**config.mk**
```make
export PLATFORM = sky130hd
export DESIGN_NAME = tla_top
export DESIGN_NICKNAME = d
export VERILOG_FILES = /design/src/tla_pkg.sv /design/src/tla_format.sv /design/src/tla_channel.sv /design/src/tla_top.sv
export VERILOG_INCLUDE_DIRS = /design/src /design/src/src
export SDC_FILE = /design/constraint.sdc
export NUM_CORES = 1
export LEC_CHECK = 0
export BUFFER_PORTS_ARGS = -buffer_cell sky130_fd_sc_hd__buf_2
export CAP_MARGIN = 20
export CORE_ASPECT_RATIO = 0.8
export CORE_MARGIN = 1
export CORE_UTILIZATION = 46
export DETAILED_ROUTE_END_ITERATION = 10
export GPL_TIMING_DRIVEN = 0
export PLACE_DENSITY_LB_ADDON = 0.12
export SETUP_SLACK_MARGIN = 0.5
export SLEW_MARGIN = 25
export SYNTH_ARGS = -nofsm -noshare
export SYNTH_HDL_FRONTEND = slang
export SYNTH_SLANG_ARGS = --single-unit
```
**constraint.sdc**
```tcl
create_clock -name CLK_SYS_IN -period 2.9 [get_ports CLK_SYS_IN]
set_input_delay 0.58 -clock CLK_SYS_IN [delete_from_list [all_inputs] [get_ports CLK_SYS_IN]]
set_output_delay 0.58 -clock CLK_SYS_IN [all_outputs]
set_load 0.01 [all_outputs]
```
**src/tla_cfg.svh**
```systemverilog
// Constants for the temperature limit and alert block
`ifndef TLA_CFG_SVH
`define TLA_CFG_SVH
`define TLA_RES_W         14
`define TLA_WORD_W        16
`define TLA_JUST_PAD      2
`define TLA_MODE_LATCH    1'b0
`define TLA_MODE_THERM    1'b1
`define TLA_POL_BIT_A     7
`define TLA_POL_BIT_B     3
`define TLA_HI_DISABLE    16'h7FFC
`define TLA_LO_DISABLE    16'h8000
`define TLA_RESULT_RST    16'h0000
`define TLA_BAUD_MIN_HZ   4800
`define TLA_BAUD_MAX_HZ   115400
`define TLA_CLK_HZ        100000000
`define TLA_BIT_CYC_MAX   (`TLA_CLK_HZ / `TLA_BAUD_MIN_HZ)
`define TLA_BIT_CYC_MIN   (`TLA_CLK_HZ / `TLA_BAUD_MAX_HZ)
`endif

```
**src/tla_pkg.sv**
```systemverilog
// Types shared by the temperature limit and alert block
package tla_pkg;
  typedef struct packed {
    logic [15:0] high_limit;
    logic [15:0] low_limit;
  } tla_limits_t;
  typedef struct packed {
    logic over_high_flag;
    logic under_low_flag;
    logic alert_active;
  } tla_chan_status_t;
  typedef struct packed {
    logic comparator_mode_sel;
    logic output_polarity_n;
  } tla_chan_cfg_t;
endpackage

```
**src/tla_format.sv**
```systemverilog
// Left-justifies a raw 14-bit twos-complement conversion into a result word
`timescale 1ns/1ps
`include "tla_cfg.svh"
module tla_format #(
  parameter int RES_W = `TLA_RES_W
) (
  // Raw conversion
  input  wire logic [RES_W-1:0] raw_in,
  // Formatted word
  output logic      [15:0]      word_out
);
  // Low pad bits are zero so one LSB is 0.015625 C after shifting
  assign word_out = {raw_in, {(16 - RES_W){1'b0}}};
endmodule

```
**src/tla_channel.sv**
```systemverilog
// One alert channel: window compare, latched or therm mode, polarity
`timescale 1ns/1ps
`include "tla_cfg.svh"
module tla_channel
  import tla_pkg::*;
(
  // Clock and reset
  input  wire logic             clk_in,
  input  wire logic             rst_n_in,
  // Conversion result and this channel's limits and settings
  input  wire logic             conv_done_in,
  input  wire logic [15:0]      result_in,
  input  tla_pkg::tla_limits_t   limits_in,
  input  tla_pkg::tla_chan_cfg_t cfg_in,
  // Host side effects
  input  wire logic             cfg_read_in,
  input  wire logic             alert_clear_in,
  // Flags and pin level
  output tla_pkg::tla_chan_status_t status_out,
  output logic                  pin_out
);
  import tla_pkg::*;

  logic hi_q, hi_d, lo_q, lo_d, al_q, al_d;
  logic above, below;

  // Signed compare so negative codes order correctly
  assign above = $signed(result_in) > $signed(limits_in.high_limit);
  assign below = $signed(result_in) < $signed(limits_in.low_limit);

  // Next state; set wins over a same-cycle clear
  always_comb begin
    hi_d = hi_q;
    lo_d = lo_q;
    al_d = al_q;
    if (cfg_in.comparator_mode_sel == `TLA_MODE_THERM) begin
      lo_d = 1'b0;
      // Reads and clear commands do nothing here
      if (conv_done_in) begin
        if (above) begin
          hi_d = 1'b1;
          al_d = 1'b1;
        end else if (below) begin
          hi_d = 1'b0;
          al_d = 1'b0;
        end
      end
    end else begin
      if (cfg_read_in) begin
        hi_d = 1'b0;
        lo_d = 1'b0;
        al_d = 1'b0;
      end
      if (alert_clear_in) begin
        al_d = 1'b0;
      end
      if (conv_done_in && above) begin
        hi_d = 1'b1;
        al_d = 1'b1;
      end
      if (conv_done_in && below) begin
        lo_d = 1'b1;
        al_d = 1'b1;
      end
    end
  end

  // State registers
  always_ff @(posedge clk_in or negedge rst_n_in) begin
    if (!rst_n_in) begin
      hi_q <= 1'b0;
      lo_q <= 1'b0;
      al_q <= 1'b0;
    end else begin
      hi_q <= hi_d;
      lo_q <= lo_d;
      al_q <= al_d;
    end
  end

  assign status_out = '{over_high_flag: hi_q, under_low_flag: lo_q, alert_active: al_q};
  // Idle level is the inverse of polarity; disabled limits make this a GPO
  assign pin_out = al_q ? cfg_in.output_polarity_n : ~cfg_in.output_polarity_n;

  AST_SET_ON_HIGH: assert property (@(posedge clk_in) disable iff (!rst_n_in)
    conv_done_in && above |=> hi_q && al_q)
    else $error("high event did not set flag and alert");
  AST_THERM_LOW_ZERO: assert property (@(posedge clk_in) disable iff (!rst_n_in)
    cfg_in.comparator_mode_sel && $past(cfg_in.comparator_mode_sel) |-> !lo_q)
    else $error("low flag active in therm mode");
  AST_THERM_HOLD: assert property (@(posedge clk_in) disable iff (!rst_n_in)
    cfg_in.comparator_mode_sel && !conv_done_in |=> $stable(al_q))
    else $error("therm alert changed without conversion");
  AST_LATCH_HOLD: assert property (@(posedge clk_in) disable iff (!rst_n_in)
    !cfg_in.comparator_mode_sel && al_q && !cfg_read_in && !alert_clear_in |=> al_q)
    else $error("latched alert dropped without clear");
  AST_READ_CLEARS: assert property (@(posedge clk_in) disable iff (!rst_n_in)
    !cfg_in.comparator_mode_sel && cfg_read_in && !conv_done_in |=> !hi_q && !lo_q && !al_q)
    else $error("config read did not clear latched state");
  AST_THERM_RELEASE: assert property (@(posedge clk_in) disable iff (!rst_n_in)
    cfg_in.comparator_mode_sel && conv_done_in && !above && below |=> !al_q && !hi_q)
    else $error("therm alert not released below low limit");
  // An over-limit result must leave the pin at the level its polarity bit names
  AST_POLARITY: assert property (@(posedge clk_in) disable iff (!rst_n_in)
    conv_done_in && above |=> pin_out == cfg_in.output_polarity_n)
    else $error("alert pin not at active level after high event");
endmodule

```
**src/tla_top.sv**
```systemverilog
// Temperature result store and two-channel limit alert logic
`timescale 1ns/1ps
`include "tla_cfg.svh"
module tla_top
  import tla_pkg::*;
#(
  parameter int RES_W = `TLA_RES_W
) (
  // Clock and reset
  input  wire logic             CLK_SYS_IN,
  input  wire logic             RST_N_IN,
  // Conversion result from the converter
  input  wire logic             CONV_DONE_IN,
  input  wire logic [RES_W-1:0] CONV_RAW_IN,
  // Nonvolatile limit defaults, one struct per channel
  input  tla_limits_t           NV_LIMITS_A_IN,
  input  tla_limits_t           NV_LIMITS_B_IN,
  // Host limit writes from the bus logic
  input  wire logic             LIMIT_WR_A_IN,
  input  wire logic             LIMIT_WR_B_IN,
  input  tla_limits_t           LIMIT_WDATA_IN,
  // Configuration byte write and read strobes
  input  wire logic             CFG_WR_IN,
  input  wire logic [7:0]       CFG_WDATA_IN,
  input  wire logic             CFG_RD_IN,
  // Per-channel alert clear commands
  input  wire logic             ALERT_CLR_A_IN,
  input  wire logic             ALERT_CLR_B_IN,
  // Readback
  output logic      [15:0]      RESULT_OUT,
  output logic      [7:0]       RESULT_MSB_OUT,
  output logic      [7:0]       RESULT_LSB_OUT,
  output logic      [7:0]       CFG_RDATA_OUT,
  output tla_limits_t           LIMITS_A_OUT,
  output tla_limits_t           LIMITS_B_OUT,
  output tla_chan_status_t      STATUS_A_OUT,
  output tla_chan_status_t      STATUS_B_OUT,
  // Alert pins, open drain: enable low pulls the pin low
  output logic                  ALERT_OUT_A_OE_N_OUT,
  output logic                  ALERT_OUT_B_OE_N_OUT
);
  import tla_pkg::*;

  logic [15:0]  result_q, result_d, fmt_word;
  logic [7:0]   cfg_q, cfg_d;
  tla_limits_t  lim_a_q, lim_a_d, lim_b_q, lim_b_d;
  logic         nv_load_q, nv_load_d;
  tla_chan_cfg_t cfg_a, cfg_b;
  logic         pin_a, pin_b;

  tla_format #(.RES_W(RES_W)) u_fmt (
    .raw_in   (CONV_RAW_IN),
    .word_out (fmt_word)
  );

  // Next values; nonvolatile defaults are taken one cycle after reset release,
  // since an async reset may only load constants
  always_comb begin
    result_d  = result_q;
    cfg_d     = cfg_q;
    lim_a_d   = lim_a_q;
    lim_b_d   = lim_b_q;
    nv_load_d = 1'b0;
    if (CONV_DONE_IN) begin
      result_d = fmt_word;
    end
    if (CFG_WR_IN) begin
      cfg_d = CFG_WDATA_IN;
    end
    if (nv_load_q) begin
      lim_a_d = NV_LIMITS_A_IN;
      lim_b_d = NV_LIMITS_B_IN;
    end else begin
      if (LIMIT_WR_A_IN) begin
        lim_a_d = LIMIT_WDATA_IN;
      end
      if (LIMIT_WR_B_IN) begin
        lim_b_d = LIMIT_WDATA_IN;
      end
    end
  end

  // Registers; limits reset to the disabled pair until defaults arrive
  always_ff @(posedge CLK_SYS_IN or negedge RST_N_IN) begin
    if (!RST_N_IN) begin
      result_q  <= `TLA_RESULT_RST;
      cfg_q     <= 8'h00;
      lim_a_q   <= '{high_limit: `TLA_HI_DISABLE, low_limit: `TLA_LO_DISABLE};
      lim_b_q   <= '{high_limit: `TLA_HI_DISABLE, low_limit: `TLA_LO_DISABLE};
      nv_load_q <= 1'b1;
    end else begin
      result_q  <= result_d;
      cfg_q     <= cfg_d;
      lim_a_q   <= lim_a_d;
      lim_b_q   <= lim_b_d;
      nv_load_q <= nv_load_d;
    end
  end

  // Mode bit sits just below each polarity bit
  assign cfg_a = '{comparator_mode_sel: cfg_q[`TLA_POL_BIT_A-1],
                   output_polarity_n:   cfg_q[`TLA_POL_BIT_A]};
  assign cfg_b = '{comparator_mode_sel: cfg_q[`TLA_POL_BIT_B-1],
                   output_polarity_n:   cfg_q[`TLA_POL_BIT_B]};

  tla_channel u_chan_a (
    .clk_in         (CLK_SYS_IN),
    .rst_n_in       (RST_N_IN),
    .conv_done_in   (CONV_DONE_IN),
    .result_in      (fmt_word),
    .limits_in      (lim_a_q),
    .cfg_in         (cfg_a),
    .cfg_read_in    (CFG_RD_IN),
    .alert_clear_in (ALERT_CLR_A_IN),
    .status_out     (STATUS_A_OUT),
    .pin_out        (pin_a)
  );

  tla_channel u_chan_b (
    .clk_in         (CLK_SYS_IN),
    .rst_n_in       (RST_N_IN),
    .conv_done_in   (CONV_DONE_IN),
    .result_in      (fmt_word),
    .limits_in      (lim_b_q),
    .cfg_in         (cfg_b),
    .cfg_read_in    (CFG_RD_IN),
    .alert_clear_in (ALERT_CLR_B_IN),
    .status_out     (STATUS_B_OUT),
    .pin_out        (pin_b)
  );

  // Outputs; pin high means released so the pullup shows it
  assign RESULT_OUT           = result_q;
  assign RESULT_MSB_OUT       = result_q[15:8];
  assign RESULT_LSB_OUT       = result_q[7:0];
  assign LIMITS_A_OUT         = lim_a_q;
  assign LIMITS_B_OUT         = lim_b_q;
  assign ALERT_OUT_A_OE_N_OUT = pin_a;
  assign ALERT_OUT_B_OE_N_OUT = pin_b;
  // Config readback carries flags in the spare low bits of each nibble
  assign CFG_RDATA_OUT = {cfg_q[7:6], STATUS_A_OUT.over_high_flag, STATUS_A_OUT.under_low_flag,
                          cfg_q[3:2], STATUS_B_OUT.over_high_flag, STATUS_B_OUT.under_low_flag};

  AST_RESULT_STORE: assert property (@(posedge CLK_SYS_IN) disable iff (!RST_N_IN)
    CONV_DONE_IN |=> result_q == {$past(CONV_RAW_IN), 2'b00})
    else $error("result not stored at conversion end");
  AST_NV_LOAD: assert property (@(posedge CLK_SYS_IN) disable iff (!RST_N_IN)
    nv_load_q |=> lim_a_q == $past(NV_LIMITS_A_IN) && lim_b_q == $past(NV_LIMITS_B_IN))
    else $error("limits not loaded from nonvolatile defaults");
  AST_LIMIT_WRITE: assert property (@(posedge CLK_SYS_IN) disable iff (!RST_N_IN)
    !nv_load_q && LIMIT_WR_B_IN |=> lim_b_q == $past(LIMIT_WDATA_IN))
    else $error("channel b limit write lost");
endmodule

```
Yosys cells after proc, flatten, opt, wreduce, memory -nomap -nowiden:

Index checks and enable logic that the tools add are counted.
Widths: inputs -> output; s select.

* flip-flop bits (word level): 93
* input port bits: 127
* logic and storage cells: 68

* order comparisons: 4
* eq/ne operators: 4
* muxes and demuxes: 29
* bitwise logic cells: 2
* reduce and logical (&&, ||, !) cells: 16

Operator list (count)
* $mux 32: 4
* $gt 16x16->1: 2
* $lt 16x16->1: 2
* $mux 1: 25
* $reduce_and 3->1: 4
* $reduce_bool 3->1: 4
* $reduce_bool 5->1: 2
* $ne 3x1->1 const B: 2
* $logic_and 1x1->1: 4
* $ne 2x2->1 const B: 2
* $reduce_bool 2->1: 2
* $not 1->1: 2

Depth between registers and ports, before layout:

Gate-level depths: netlist of the first run.

* depth in word-level cells: 5
* mapped depth: 8
* depth with buffers taken out: 8

By module:

A second synthesis of the first run with hierarchy kept.

* cell total of the unflattened synthesis: 611
* area, all modules: 6153.4 um^2

By module, submodules not included
* tla_top: times used 1, cells an instance 342, area an instance 4025.1 um^2, seq. area each 2163.3 um^2
* tla_channel: times used 2, cells an instance 126, area an instance 1002.2 um^2, seq. area each 75.1 um^2
* tla_format: times used 1, cells an instance 17, area an instance 123.9 um^2, seq. area each 0.0 um^2

Least setup slack after synthesis of the first run:

Ideal clock, no wire load.

* kind: reg2reg
* start point: register lim_b_q (netlist bit LIMITS_B_OUT[18])
* end point: register u_chan_b.hi_q
* setup time: 0.126 ns
* arrival: 2.207 ns
* slack: 0.567 ns
* stages on the path, launching flop included: 9
* path buffers: 0
* clock period less this slack: 2.333 ns
* path through: dfstp_2 -> inv_1 -> ha_1 -> or3b_1 -> a211o_1 -> a311oi_2 -> o21bai_1 -> nor3b_2 -> a311o_1

* word-level cells in the longest chain between the ends: 4
* elaborated cells between the ends (all ways): 9
* classes of those cells: order compare: 1; eq/ne: 1; mux: 4; reduce/logical: 3

RTL lines
* start, declared: RTL line tla_top.sv:46 `tla_limits_t lim_a_q, lim_a_d, lim_b_q, lim_b_d;`
* start signal, assigned: RTL line tla_top.sv:89 `` lim_b_q <= '{high_limit: `TLA_HI_DISABLE, low_limit: `TLA_LO_DISABLE}; ``
* start signal, assigned: RTL line tla_top.sv:95 `lim_b_q <= lim_b_d;`
* $gt 16x16->1 *: RTL line tla_channel.sv:28 `assign above = $signed(result_in) > $signed(limits_in.high_limit);`
* $logic_and 1x1->1 or $mux 1 (tied branches): RTL line tla_channel.sv:57, tla_channel.sv:40
* $reduce_bool 3->1 (no line) (tied with other cells)
* $reduce_and 3->1 (no line) or $mux 1 (tied branches)
* end signal, assigned: RTL line tla_channel.sv:75 `hi_q <= hi_d;`
* end, declared: RTL line tla_channel.sv:24 `logic hi_q, hi_d, lo_q, lo_d, al_q, al_d;`

Every way passes the cells marked *; elsewhere a longest branch is shown, timed or not. The select of a mux whose other input is x is not followed.
A chain may end at the register's enable or synchronous reset.

Final worst setup path of the first run:

Ends and elaborated chain as after synthesis.

==> impl.org, run 1 <==
** Finish
- The finished cells cover about 7400 sq um.
- Layout net count :: about 1000
- Filler Cells Inserted :: a little over 1000
- Multi-input combinational cell area :: 2950 sq um
- Area added between synthesis and finish :: 30.6%
- Ratio of cells with drive above 1 in the final layout :: 39.5%
- FF/Latch Area :: approximately 2300 sq um

** Clocking
- TritonCTS built the clock tree.
- In this run, CTS created clock tree buffers numbering 9.
- Buffer type at the clock tree root :: sky130_fd_sc_hd__clkbuf_16
- Sink Count :: 89
- After clock tree synthesis, the clock-pin slew on the worst setup and hold paths is 0.07 ns.
- Maximum clock insertion buffer count :: 2
- H-tree Lvls :: 3
- For this design, the CTS-stage hold fixing added 0 buffers.
- Worst-Skew Late Latency :: ~0.35 ns

** Floorplan
- The die covers 12700 sq um.
- Site row count :: 35
- The floorplan step set the die height to just over 100 microns.
- The die is 126 microns wide.
- Initial cell density of the core :: roughly half
- In this run the count of I/O pins placed on the die edge is 239.
- The core region is about 12000 sq um.

** STA
- Setup violation total in the final timing report :: 0
- Post-route clock skew :: around 0.0064 ns
- Ratio of final minimum period to clock period :: about 84%
- Timing would allow up to between 0.4 and 0.5 GHz.
- Setup repair after global routing could not meet its margin everywhere.
- Transition time at the pin with the least slew margin :: 0.962 ns
- Setup_tns :: 0 ns
- The number of hold violations in the final report is 0.
- The max-slew violation count came to 0.
- Subtracting the final worst setup slack from the clock period gives approximately 2.4 ns.
- Max-Slew Margin vs Limit :: between 30% and 40%
- Hold is met by roughly 0.13 ns.

** Yosys
- Synth top area share :: 26.6%
- Ranked by total cell area, the synthesized netlist is headed by sky130_fd_sc_hd__dfrtp_1 27%, sky130_fd_sc_hd__dfstp_2 13%, sky130_fd_sc_hd__ha_1 12%, sky130_fd_sc_hd__mux2i_1 11%, sky130_fd_sc_hd__o21ai_0 6.5%.
- Number of flip-flops and latches in the synthesized netlist :: 89
- Area share of and/or/nand/nor cells after synthesis :: roughly 11%
- Largest family of logic cells by synthesized area :: multiplexers
- The netlist uses 40 different library cells.
- Library cell with the largest summed area after synthesis :: sky130_fd_sc_hd__dfrtp_1
- Yosys printed 0 warnings.
- Post-synth EDFFs :: 0
- Syn_area_per_cell :: between 9 and 10 sq um
- The mapped netlist covers 5650 sq um.
- Compound-Gate Fraction of Synth Area :: between 10% and 20%
- Sequential-to-total area share from yosys stat :: around 40%
- In the synthesized netlist, the number of instances is between 500 and 600.
- Counting flops with an async set or reset pin after synthesis yields a share of 100%.
- Parity-gate share of the synthesized area counting xor and xnor cells :: less than 1%
- Mux cell area share after synthesis :: between 10% and 20%
- Adder-cell share of the synthesized area :: ~12%
- Main synth FF type :: sky130_fd_sc_hd__dfrtp_1

** Drt
- The detailed router finished its first iteration with about 250 violations.
- The first TritonRoute pass finished after 5 iterations.
- Routed vias/inst :: 5.25
- In the routed design, unresolved DRC markers number 0.
- Summed over all layers, the routed wires come to 17200 microns.
- In this run the remaining antenna-violating nets after routing total 0.
- Dividing the detail-routed wire length by the instance count gives around 17 microns.
- For this block, the via count after detailed routing is 5204.

** Critical path
- Required time at the worst-slack endpoint :: around 3.1 ns
- The worst setup path is captured at a register.
- Worst setup path startpoint :: LIMITS_B_OUT[18]
- Startpoint type of the worst setup path :: register
- Maximum fanout count along the critical path :: 2
- STA puts the critical path data arrival time at ~2.7 ns.
- Worst R2R Start :: LIMITS_B_OUT[18]
- Across all register-to-register paths, the minimum setup slack is between 0.4 and 0.5 ns.
- Category of the most critical setup path :: register to register

** Global routing
- Total overflow reported by the global router :: 0
- Maximum number of pins on one net before global-route repair :: 51
- For this run, global-route usage on met2 was measured as approximately 47%.
- In the global route stage, met3 resource usage came out at 5.73%.
- Wire length of the first global-routing pass :: 27000 microns
- Aggregate global-route resource usage :: 27.7%
- In this run the most used layer during global routing was met2.
- Vias in the first global route :: ~5300
- Antenna violations before repair :: 1
- GR met1 Demand/Resource :: around 36%

** Placed design
- Once detailed placement completed, the half-perimeter wirelength came to between 10000 and 15000 microns.
- Routability-driven placement finished with a final weighted congestion of between 0.8 and 0.9.
- Post-place instance area :: roughly 7000 sq um
- Port Buffers :: ~230

** Min path
- Type of the most critical hold path :: primary input to async pin

** Pwr
- Power density over the cells :: about 500 nW/um^2
- Maximum VDD drop :: 0.000316 V
- Summed over all cells, the static leakage comes to 3.89 nW.

** Flow run
- Across the run, the number of max-cap violations was 0.

** Status
- Result of the run :: finished, final reports clean
-- layer usage --
layer  wire length, microns  vias up
met4                    251        0
met5                      0        -
met3                    961       17
li1                       -     2503
met1                   7740     2486
met2                   8250      198
-- state kept, by name, indices dropped and copies added, names as in the netlist --
signal,count
LIMITS_A_OUT,32
LIMITS_B_OUT,32
RESULT_OUT,14
cfg_q,4
nv_load_q,1
u_chan_a.al_q,1
u_chan_a.hi_q,1
u_chan_a.lo_q,1
u_chan_b.al_q,1
u_chan_b.hi_q,1
u_chan_b.lo_q,1
-- placed cells by master (no fill, tap or decap), drive strengths merged, types with 3 or more instances in the layout --
| master | synthesis | routed |
|---|---|---|
| buf | 35 | 266 |
| nand2 | 86 | 86 |
| o21ai | 73 | 73 |
| mux2i | 64 | 64 |
| dfrtp | 60 | 60 |
| inv | 57 | 57 |
| ha | 56 | 56 |
| dfstp | 29 | 29 |
| clkbuf | 17 | 29 |
| a21oi | 22 | 22 |
| mux2 | 19 | 19 |
| nor2 | 12 | 12 |
| nand2b | 6 | 6 |
| nand3 | 6 | 6 |
| nand4 | 5 | 5 |
| a21o | 5 | 5 |
| conb | 1 | 5 |
| a211o | 5 | 5 |
| and4 | 4 | 4 |
| nor3b | 4 | 4 |
| o21a | 3 | 3 |
| nand3b | 3 | 3 |
-- final cells by class --
type | count | share of cell area [%]
multi-input cells | 398 | 39.9
flip-flops and latches | 89 | 30.7
repair buffers | 231 | 16.1
plain buffers | 52 | 4.07
clock buffers | 12 | 3.34
inverters | 57 | 2.90
well taps | 148 | 2.51
clock inverters | 4 | 0.390
diodes | 1 | 0.0339
-- worst paths after layout --
kind                                    end  cells past startpoint
max                           u_chan_b.hi_q                      8
min                         LIMITS_B_OUT[6]                      1
max reg2reg                   u_chan_b.hi_q                      8
min reg2reg                  RESULT_OUT[10]                      1
max in group asynchronous  LIMITS_B_OUT[21]                      2
min in group CLK_SYS_IN     LIMITS_B_OUT[8]                      3
-- Yosys cell counts, types with 2 or more instances --
library cell	number
sky130_fd_sc_hd__nor3_1	2
sky130_fd_sc_hd__mux2_2	19
sky130_fd_sc_hd__and4_1	4
sky130_fd_sc_hd__nand2b_1	6
sky130_fd_sc_hd__dfrtp_1	60
sky130_fd_sc_hd__nand3b_1	3
sky130_fd_sc_hd__dfstp_2	29
sky130_fd_sc_hd__or3b_1	2
sky130_fd_sc_hd__a21o_1	5
sky130_fd_sc_hd__nand2_1	86
sky130_fd_sc_hd__nor2_1	12
sky130_fd_sc_hd__o21ai_0	73
sky130_fd_sc_hd__nand3_1	6
sky130_fd_sc_hd__a311o_1	2
sky130_fd_sc_hd__nor3b_1	3
sky130_fd_sc_hd__xnor2_1	2
sky130_fd_sc_hd__a21oi_1	22
sky130_fd_sc_hd__inv_1	57
sky130_fd_sc_hd__o21a_1	3
sky130_fd_sc_hd__a211o_1	4
sky130_fd_sc_hd__nand4_1	5
sky130_fd_sc_hd__a221oi_1	2
sky130_fd_sc_hd__buf_1	7
sky130_fd_sc_hd__mux2i_1	64
sky130_fd_sc_hd__clkbuf_1	17
sky130_fd_sc_hd__ha_1	56
sky130_fd_sc_hd__buf_4	28
-- critical path, stage by stage, from the launching register on --
cell and delay [ns]:
sky130_fd_sc_hd__dfstp_2 0.54, sky130_fd_sc_hd__inv_2 0.04, sky130_fd_sc_hd__ha_4 0.24, sky130_fd_sc_hd__or3b_4 0.37, sky130_fd_sc_hd__a211o_1 0.29, sky130_fd_sc_hd__a311oi_2 0.26, sky130_fd_sc_hd__o21bai_1 0.14, sky130_fd_sc_hd__nor3b_4 0.18
sky130_fd_sc_hd__a311o_1 0.27
-- timing repair --
item                                    4_1_cts  5_1_grt
endpoints found under the setup margin        5        4
hold endpoints to repair                      0        0
setup buffers                                 1        1
pin swaps                                     1        5
gates resized for setup                       9        6
-- metrics by stage --
stage | total power, mW | setup slack [ns] | instances | utilization [%]
finish | 3.68 | 0.454 | 992 | 62.9
global route | 3.89 | 0.392 | 992 | 62.9
CTS | 3.70 | 0.462 | 990 | 62.6
detailed placement | 2.57 | -0.173 | 973 | 59.8
global placement | 2.53 | -0.222 | 972 | 59.6
floorplan | 2.11 | 0.567 | 596 | -
-- power breakdown --
group	leakage (nW)	internal, mW	switching [mW]
sequential	1.02	1.40	0.117
combinational	2.74	0.506	0.558
clock	0.129	0.605	0.499
total	3.89	2.51	1.17
-- cells by family after synthesis --
logic type | count (synthesis)
fa+ha+maj | 56
flops | 89
other cells | 1
xor+xnor | 2
compound gates | 119
mux | 83
simple gates | 133
buf+inv | 109
No activity file was read; power rests on OpenSTA's default activity.
==> run 2, diff against run 1 <==
--- a/config.mk
+++ b/config.mk
@@ -6,11 +6,12 @@
 export SDC_FILE = /design/constraint.sdc
 export NUM_CORES = 1
 export LEC_CHECK = 0
+export ABC_AREA = 1
 export BUFFER_PORTS_ARGS = -buffer_cell sky130_fd_sc_hd__buf_2
 export CAP_MARGIN = 20
 export CORE_ASPECT_RATIO = 0.8
 export CORE_MARGIN = 1
-export CORE_UTILIZATION = 46
+export CORE_UTILIZATION = 44
 export DETAILED_ROUTE_END_ITERATION = 10
 export GPL_TIMING_DRIVEN = 0
 export PLACE_DENSITY_LB_ADDON = 0.12
==> constraint.sdc (replaced) <==
create_clock -name CLK_SYS_IN -period 2 [get_ports CLK_SYS_IN]
set_input_delay 0.4 -clock CLK_SYS_IN [delete_from_list [all_inputs] [get_ports CLK_SYS_IN]]
set_output_delay 0.4 -clock CLK_SYS_IN [all_outputs]
set_load 0.01 [all_outputs]
==> impl.org, run 2 <==
** STA
- The max-slew violation count was 0 (unchanged).
- Setup violation total in the final timing report :: 2 (+2)
- Max-Slew Margin vs Limit :: 58.0% (+22 points)
- Setup repair after global routing could not meet its margin everywhere.
- The setup total negative slack was -0.0855 ns (-0.0855 ns).
- The number of hold violations in the final report is 0 (unchanged).
- The peak clock frequency supported by timing was 0.487 GHz (+19%).
- Post-route clock skew :: 0.00654 ns (+0.000158 ns)
- PnR worst setup slack :: -0.0553 ns (-0.509 ns)
- The slew at the pin closest to its max-slew limit is 0.629 ns (-0.333 ns).
- The final critical path time including I/O delays and setup came to 2.06 ns (-0.391 ns).
- Ratio of final minimum period to clock period :: 103% (+18 points)

** Pwr
- Power density over the cells :: 726 nW/um^2 (+45%)
- Maximum VDD drop :: 0.000568 V (+80%)
- The leakage dissipation is 4.49 nW (+16%).

** Drt
- The average wire per standard cell came to 15.0 microns (-14%).
- The total vias in the final route was 5894 (+13%).
- The count of TritonRoute iterations in the first routing pass came to 7 (+2).
- The remaining antenna violation count came to 0 (unchanged).
- Residual DRC :: 0 (unchanged)
- Wirelength, routed :: 18400 microns (+7.0%)
- The number of DRC markers in iteration 0 came to 238 (-5.9%).
- Routed vias/inst :: 4.80 (-8.6%)

** Flow run
- The count of maximum capacitance violations came to 0 (unchanged).

** Yosys
- The count of synthesis-stage warnings from yosys was 0 (unchanged).
- Number of instances in the synthesized netlist :: 767 (+30%)
- Synth area leaders :: sky130_fd_sc_hd__dfrtp_1 26%, sky130_fd_sc_hd__dfstp_2 13%, sky130_fd_sc_hd__nand2_1 13%, sky130_fd_sc_hd__ha_1 12%, sky130_fd_sc_hd__inv_1 7.6%
- In the synthesized netlist the dominant register cell turns out to be sky130_fd_sc_hd__dfrtp_1.
- Library cell with the largest summed area after synthesis :: sky130_fd_sc_hd__dfrtp_1
- Proportion of register bits with asynchronous set or reset after synthesis :: 100% (unchanged)
- The number of storage elements in the synthesis netlist is 89 (unchanged).
- The mean instance size in the synthesized netlist is 7.51 sq um (-21%).
- Sequential-to-total area share from yosys stat :: 39.3% (-0.80 points)
- Post-synth design cell area :: 5760 sq um (+2.0%)
- Most common cell in the synthesized netlist :: sky130_fd_sc_hd__nand2_1
- The distinct cell type count after synthesis is 27 (-33%).
- Sorting the synthesized cells by how often they occur yields 196 x sky130_fd_sc_hd__nand2_1, 117 x sky130_fd_sc_hd__inv_1, 86 x sky130_fd_sc_hd__a21oi_1.
- Synth top area share :: 26.1% (-0.53 points)
- The number of flops mapped to enable cells by yosys was 0 (unchanged).

** Global routing
- The initial antenna violation count came to 2 (+1).
- Total overflow reported by the global router :: 0 (unchanged)
- Aggregate global-route resource usage :: 28.1% (+0.33 points)
- Vias in the first global route :: 5620 (+7.0%)
- Maximum number of pins on one net before global-route repair :: 62 (+22%)
- The first-pass GRT wire length is 28700 microns (+6.4%).

** Finish
- From synthesis to final layout, the design area changed by 47.0%.
- Ratio of cells with drive above 1 in the final layout :: 43.4% (+3.9 points)
- Layout net count :: 1231 (+21%)
- Most frequent standard cell in the layout excluding fill and tap cells :: sky130_fd_sc_hd__buf_2
- Leading cell types in the layout, fill and taps excluded :: 213 x sky130_fd_sc_hd__buf_2, 178 x sky130_fd_sc_hd__nand2_1, 100 x sky130_fd_sc_hd__inv_1

** Status
- Violated checks :: setup timing
- The flow ran to the end, but the final reports show violations.

** Clocking
- The clock latency on the worst-skew pair is 0.35 ns (about the same).
- Buffer type at the clock tree root :: sky130_fd_sc_hd__clkbuf_16
- H-tree Lvls :: 3 (unchanged)
- Number of clock buffers inserted by TritonCTS :: 9 (unchanged)
- The clock-pin slew on the worst setup and hold paths came to 0.07 ns (about the same).
- The maximum clock path buffer count was 2 (unchanged).
- Clock tree from TritonCTS :: built
- Sink Count :: 89 (unchanged)

** Placed design
- The placer congestion estimate came to 0.848 (-1.6%).
- The post-placement setup slack came to -0.187 ns (-0.0141 ns).
- HPWL after detailed placement :: 13600 microns (-0.81%)
- Port Buffers :: 230 (+0.88%)

** Floorplan
- Site row count :: 37 (+5.7%)
- The effective utilization at floorplan is 44.9% (-3.2 points).
- Core Footprint :: 12800 sq um (+9.3%)
- Full die area :: 13600 sq um (+6.6%)
- Die Ht :: 104 microns (+3.2%)
- The die span in x came to 130 microns (+3.2%).
- # IOs :: 239 (unchanged)

** Critical path
- Startpoint type of the worst setup path :: register
- The critical path in this run is classified as register to register.
- The required arrival time at the worst endpoint came to 2.23 ns (-0.90 ns).
- The worst setup path is captured at a register.
- Maximum fanout count along the critical path :: 6 (+4)
- CP arrival :: 2.28 ns (-0.40 ns)

** Min path
- The min-delay analysis places its worst path in the category primary input to register.
==> run 2: what timing repair did <==
action                     CTS  global route
setup buffers               25             9
hold buffers                 1             0
setup endpoints to repair   70            68
pin swaps                   34            25
gates resized for setup     72            80
hold endpoints to repair    14             0
==> run 2: final cells by class <==
class	count	area, sq um
Multi-Input combinational cell	509	3190
Clock inverter	6	90.1
Antenna cell	1	2.50
Tap cell	175	219
Fill cell	1151	4350
Timing Repair Buffer	266	1630
Clock buffer	10	239
Buffer	54	389
Inverter	119	447
Sequential cell	89	2260
==> run 2: routing by layer <==
metal	routed length (microns)	part of all wire, %	up-vias	global-route usage [%]
li1	-	-	2981	-
met4	313	1.7	2	7.06
met3	1170	6.3	23	6.07
met2	8580	47	201	46.7
met1	8330	45	2687	36.8
met5	13	0.071	-	0
==> run 2: path summary, 6_finish.rpt <==
path / start / endpoint / slack, ns / depth (start not counted)
max: LIMITS_B_OUT[27] / u_chan_b.al_q / -0.06 / 11
min: CFG_WDATA_IN[6] / cfg_q[6] / 0.27 / 3
max reg2reg: LIMITS_B_OUT[27] / u_chan_b.al_q / -0.06 / 11
min reg2reg: RESULT_OUT[13] / RESULT_OUT[13] / 0.49 / 2
max in group asynchronous: RST_N_IN / LIMITS_B_OUT[22] / 0.87 / 3
min in group asynchronous: RST_N_IN / RESULT_OUT[8] / 0.50 / 2
==> run 2: where the power goes <==
group / internal (mW) / leakage [nW] / total (mW) / switching [mW]
registers: 2.05 / 1.04 / 2.22 / 0.176
logic: 0.980 / 3.30 / 2.06 / 1.08
clock network: 1.13 / 0.159 / 1.87 / 0.741
==> run 2: critical path: stages (launching register included) <==
cell and delay [ns]:
sky130_fd_sc_hd__dfstp_2 0.56, sky130_fd_sc_hd__inv_2 0.05, sky130_fd_sc_hd__ha_4 0.26, sky130_fd_sc_hd__nand2_1 0.06, sky130_fd_sc_hd__inv_2 0.08, sky130_fd_sc_hd__nand3_4 0.09, sky130_fd_sc_hd__nor2_4 0.14, sky130_fd_sc_hd__nand4_1 0.28
sky130_fd_sc_hd__nand4_4 0.20, sky130_fd_sc_hd__o211ai_1 0.10, sky130_fd_sc_hd__nand2_1 0.07, sky130_fd_sc_hd__nand2_1 0.05
==> run 2: kinds of logic (layout without fill, tap and decap cells) <==
| kind of cell | after synthesis | count (layout) | share of synthesized area [%] |
|---|---|---|---|
| buf+inv | 173 | 455 | 13.3 |
| flops | 89 | 89 | 39.3 |
| compound gates | 160 | 160 | 14.2 |
| mux | 2 | 2 | 0.391 |
| xor+xnor | 2 | 2 | 0.304 |
| fa+ha+maj | 56 | 56 | 12.2 |
| other cells | 1 | 6 | 0.0651 |
| simple gates | 284 | 284 | 20.3 |
==> run 2: metrics by stage <==
stage	hold WS, ns	utilization (%)	instance area (sq um)	power (mW)	std cells
after floorplan	0.104	-	5860	3.21	771
after global placement	0.479	56.4	7230	3.86	1176
after detailed placement	0.289	56.6	7260	3.89	1177
after CTS	0.267	63.0	8080	5.97	1219
after global routing	0.275	66.1	8470	6.51	1229
final	0.269	66.1	8470	6.15	1229
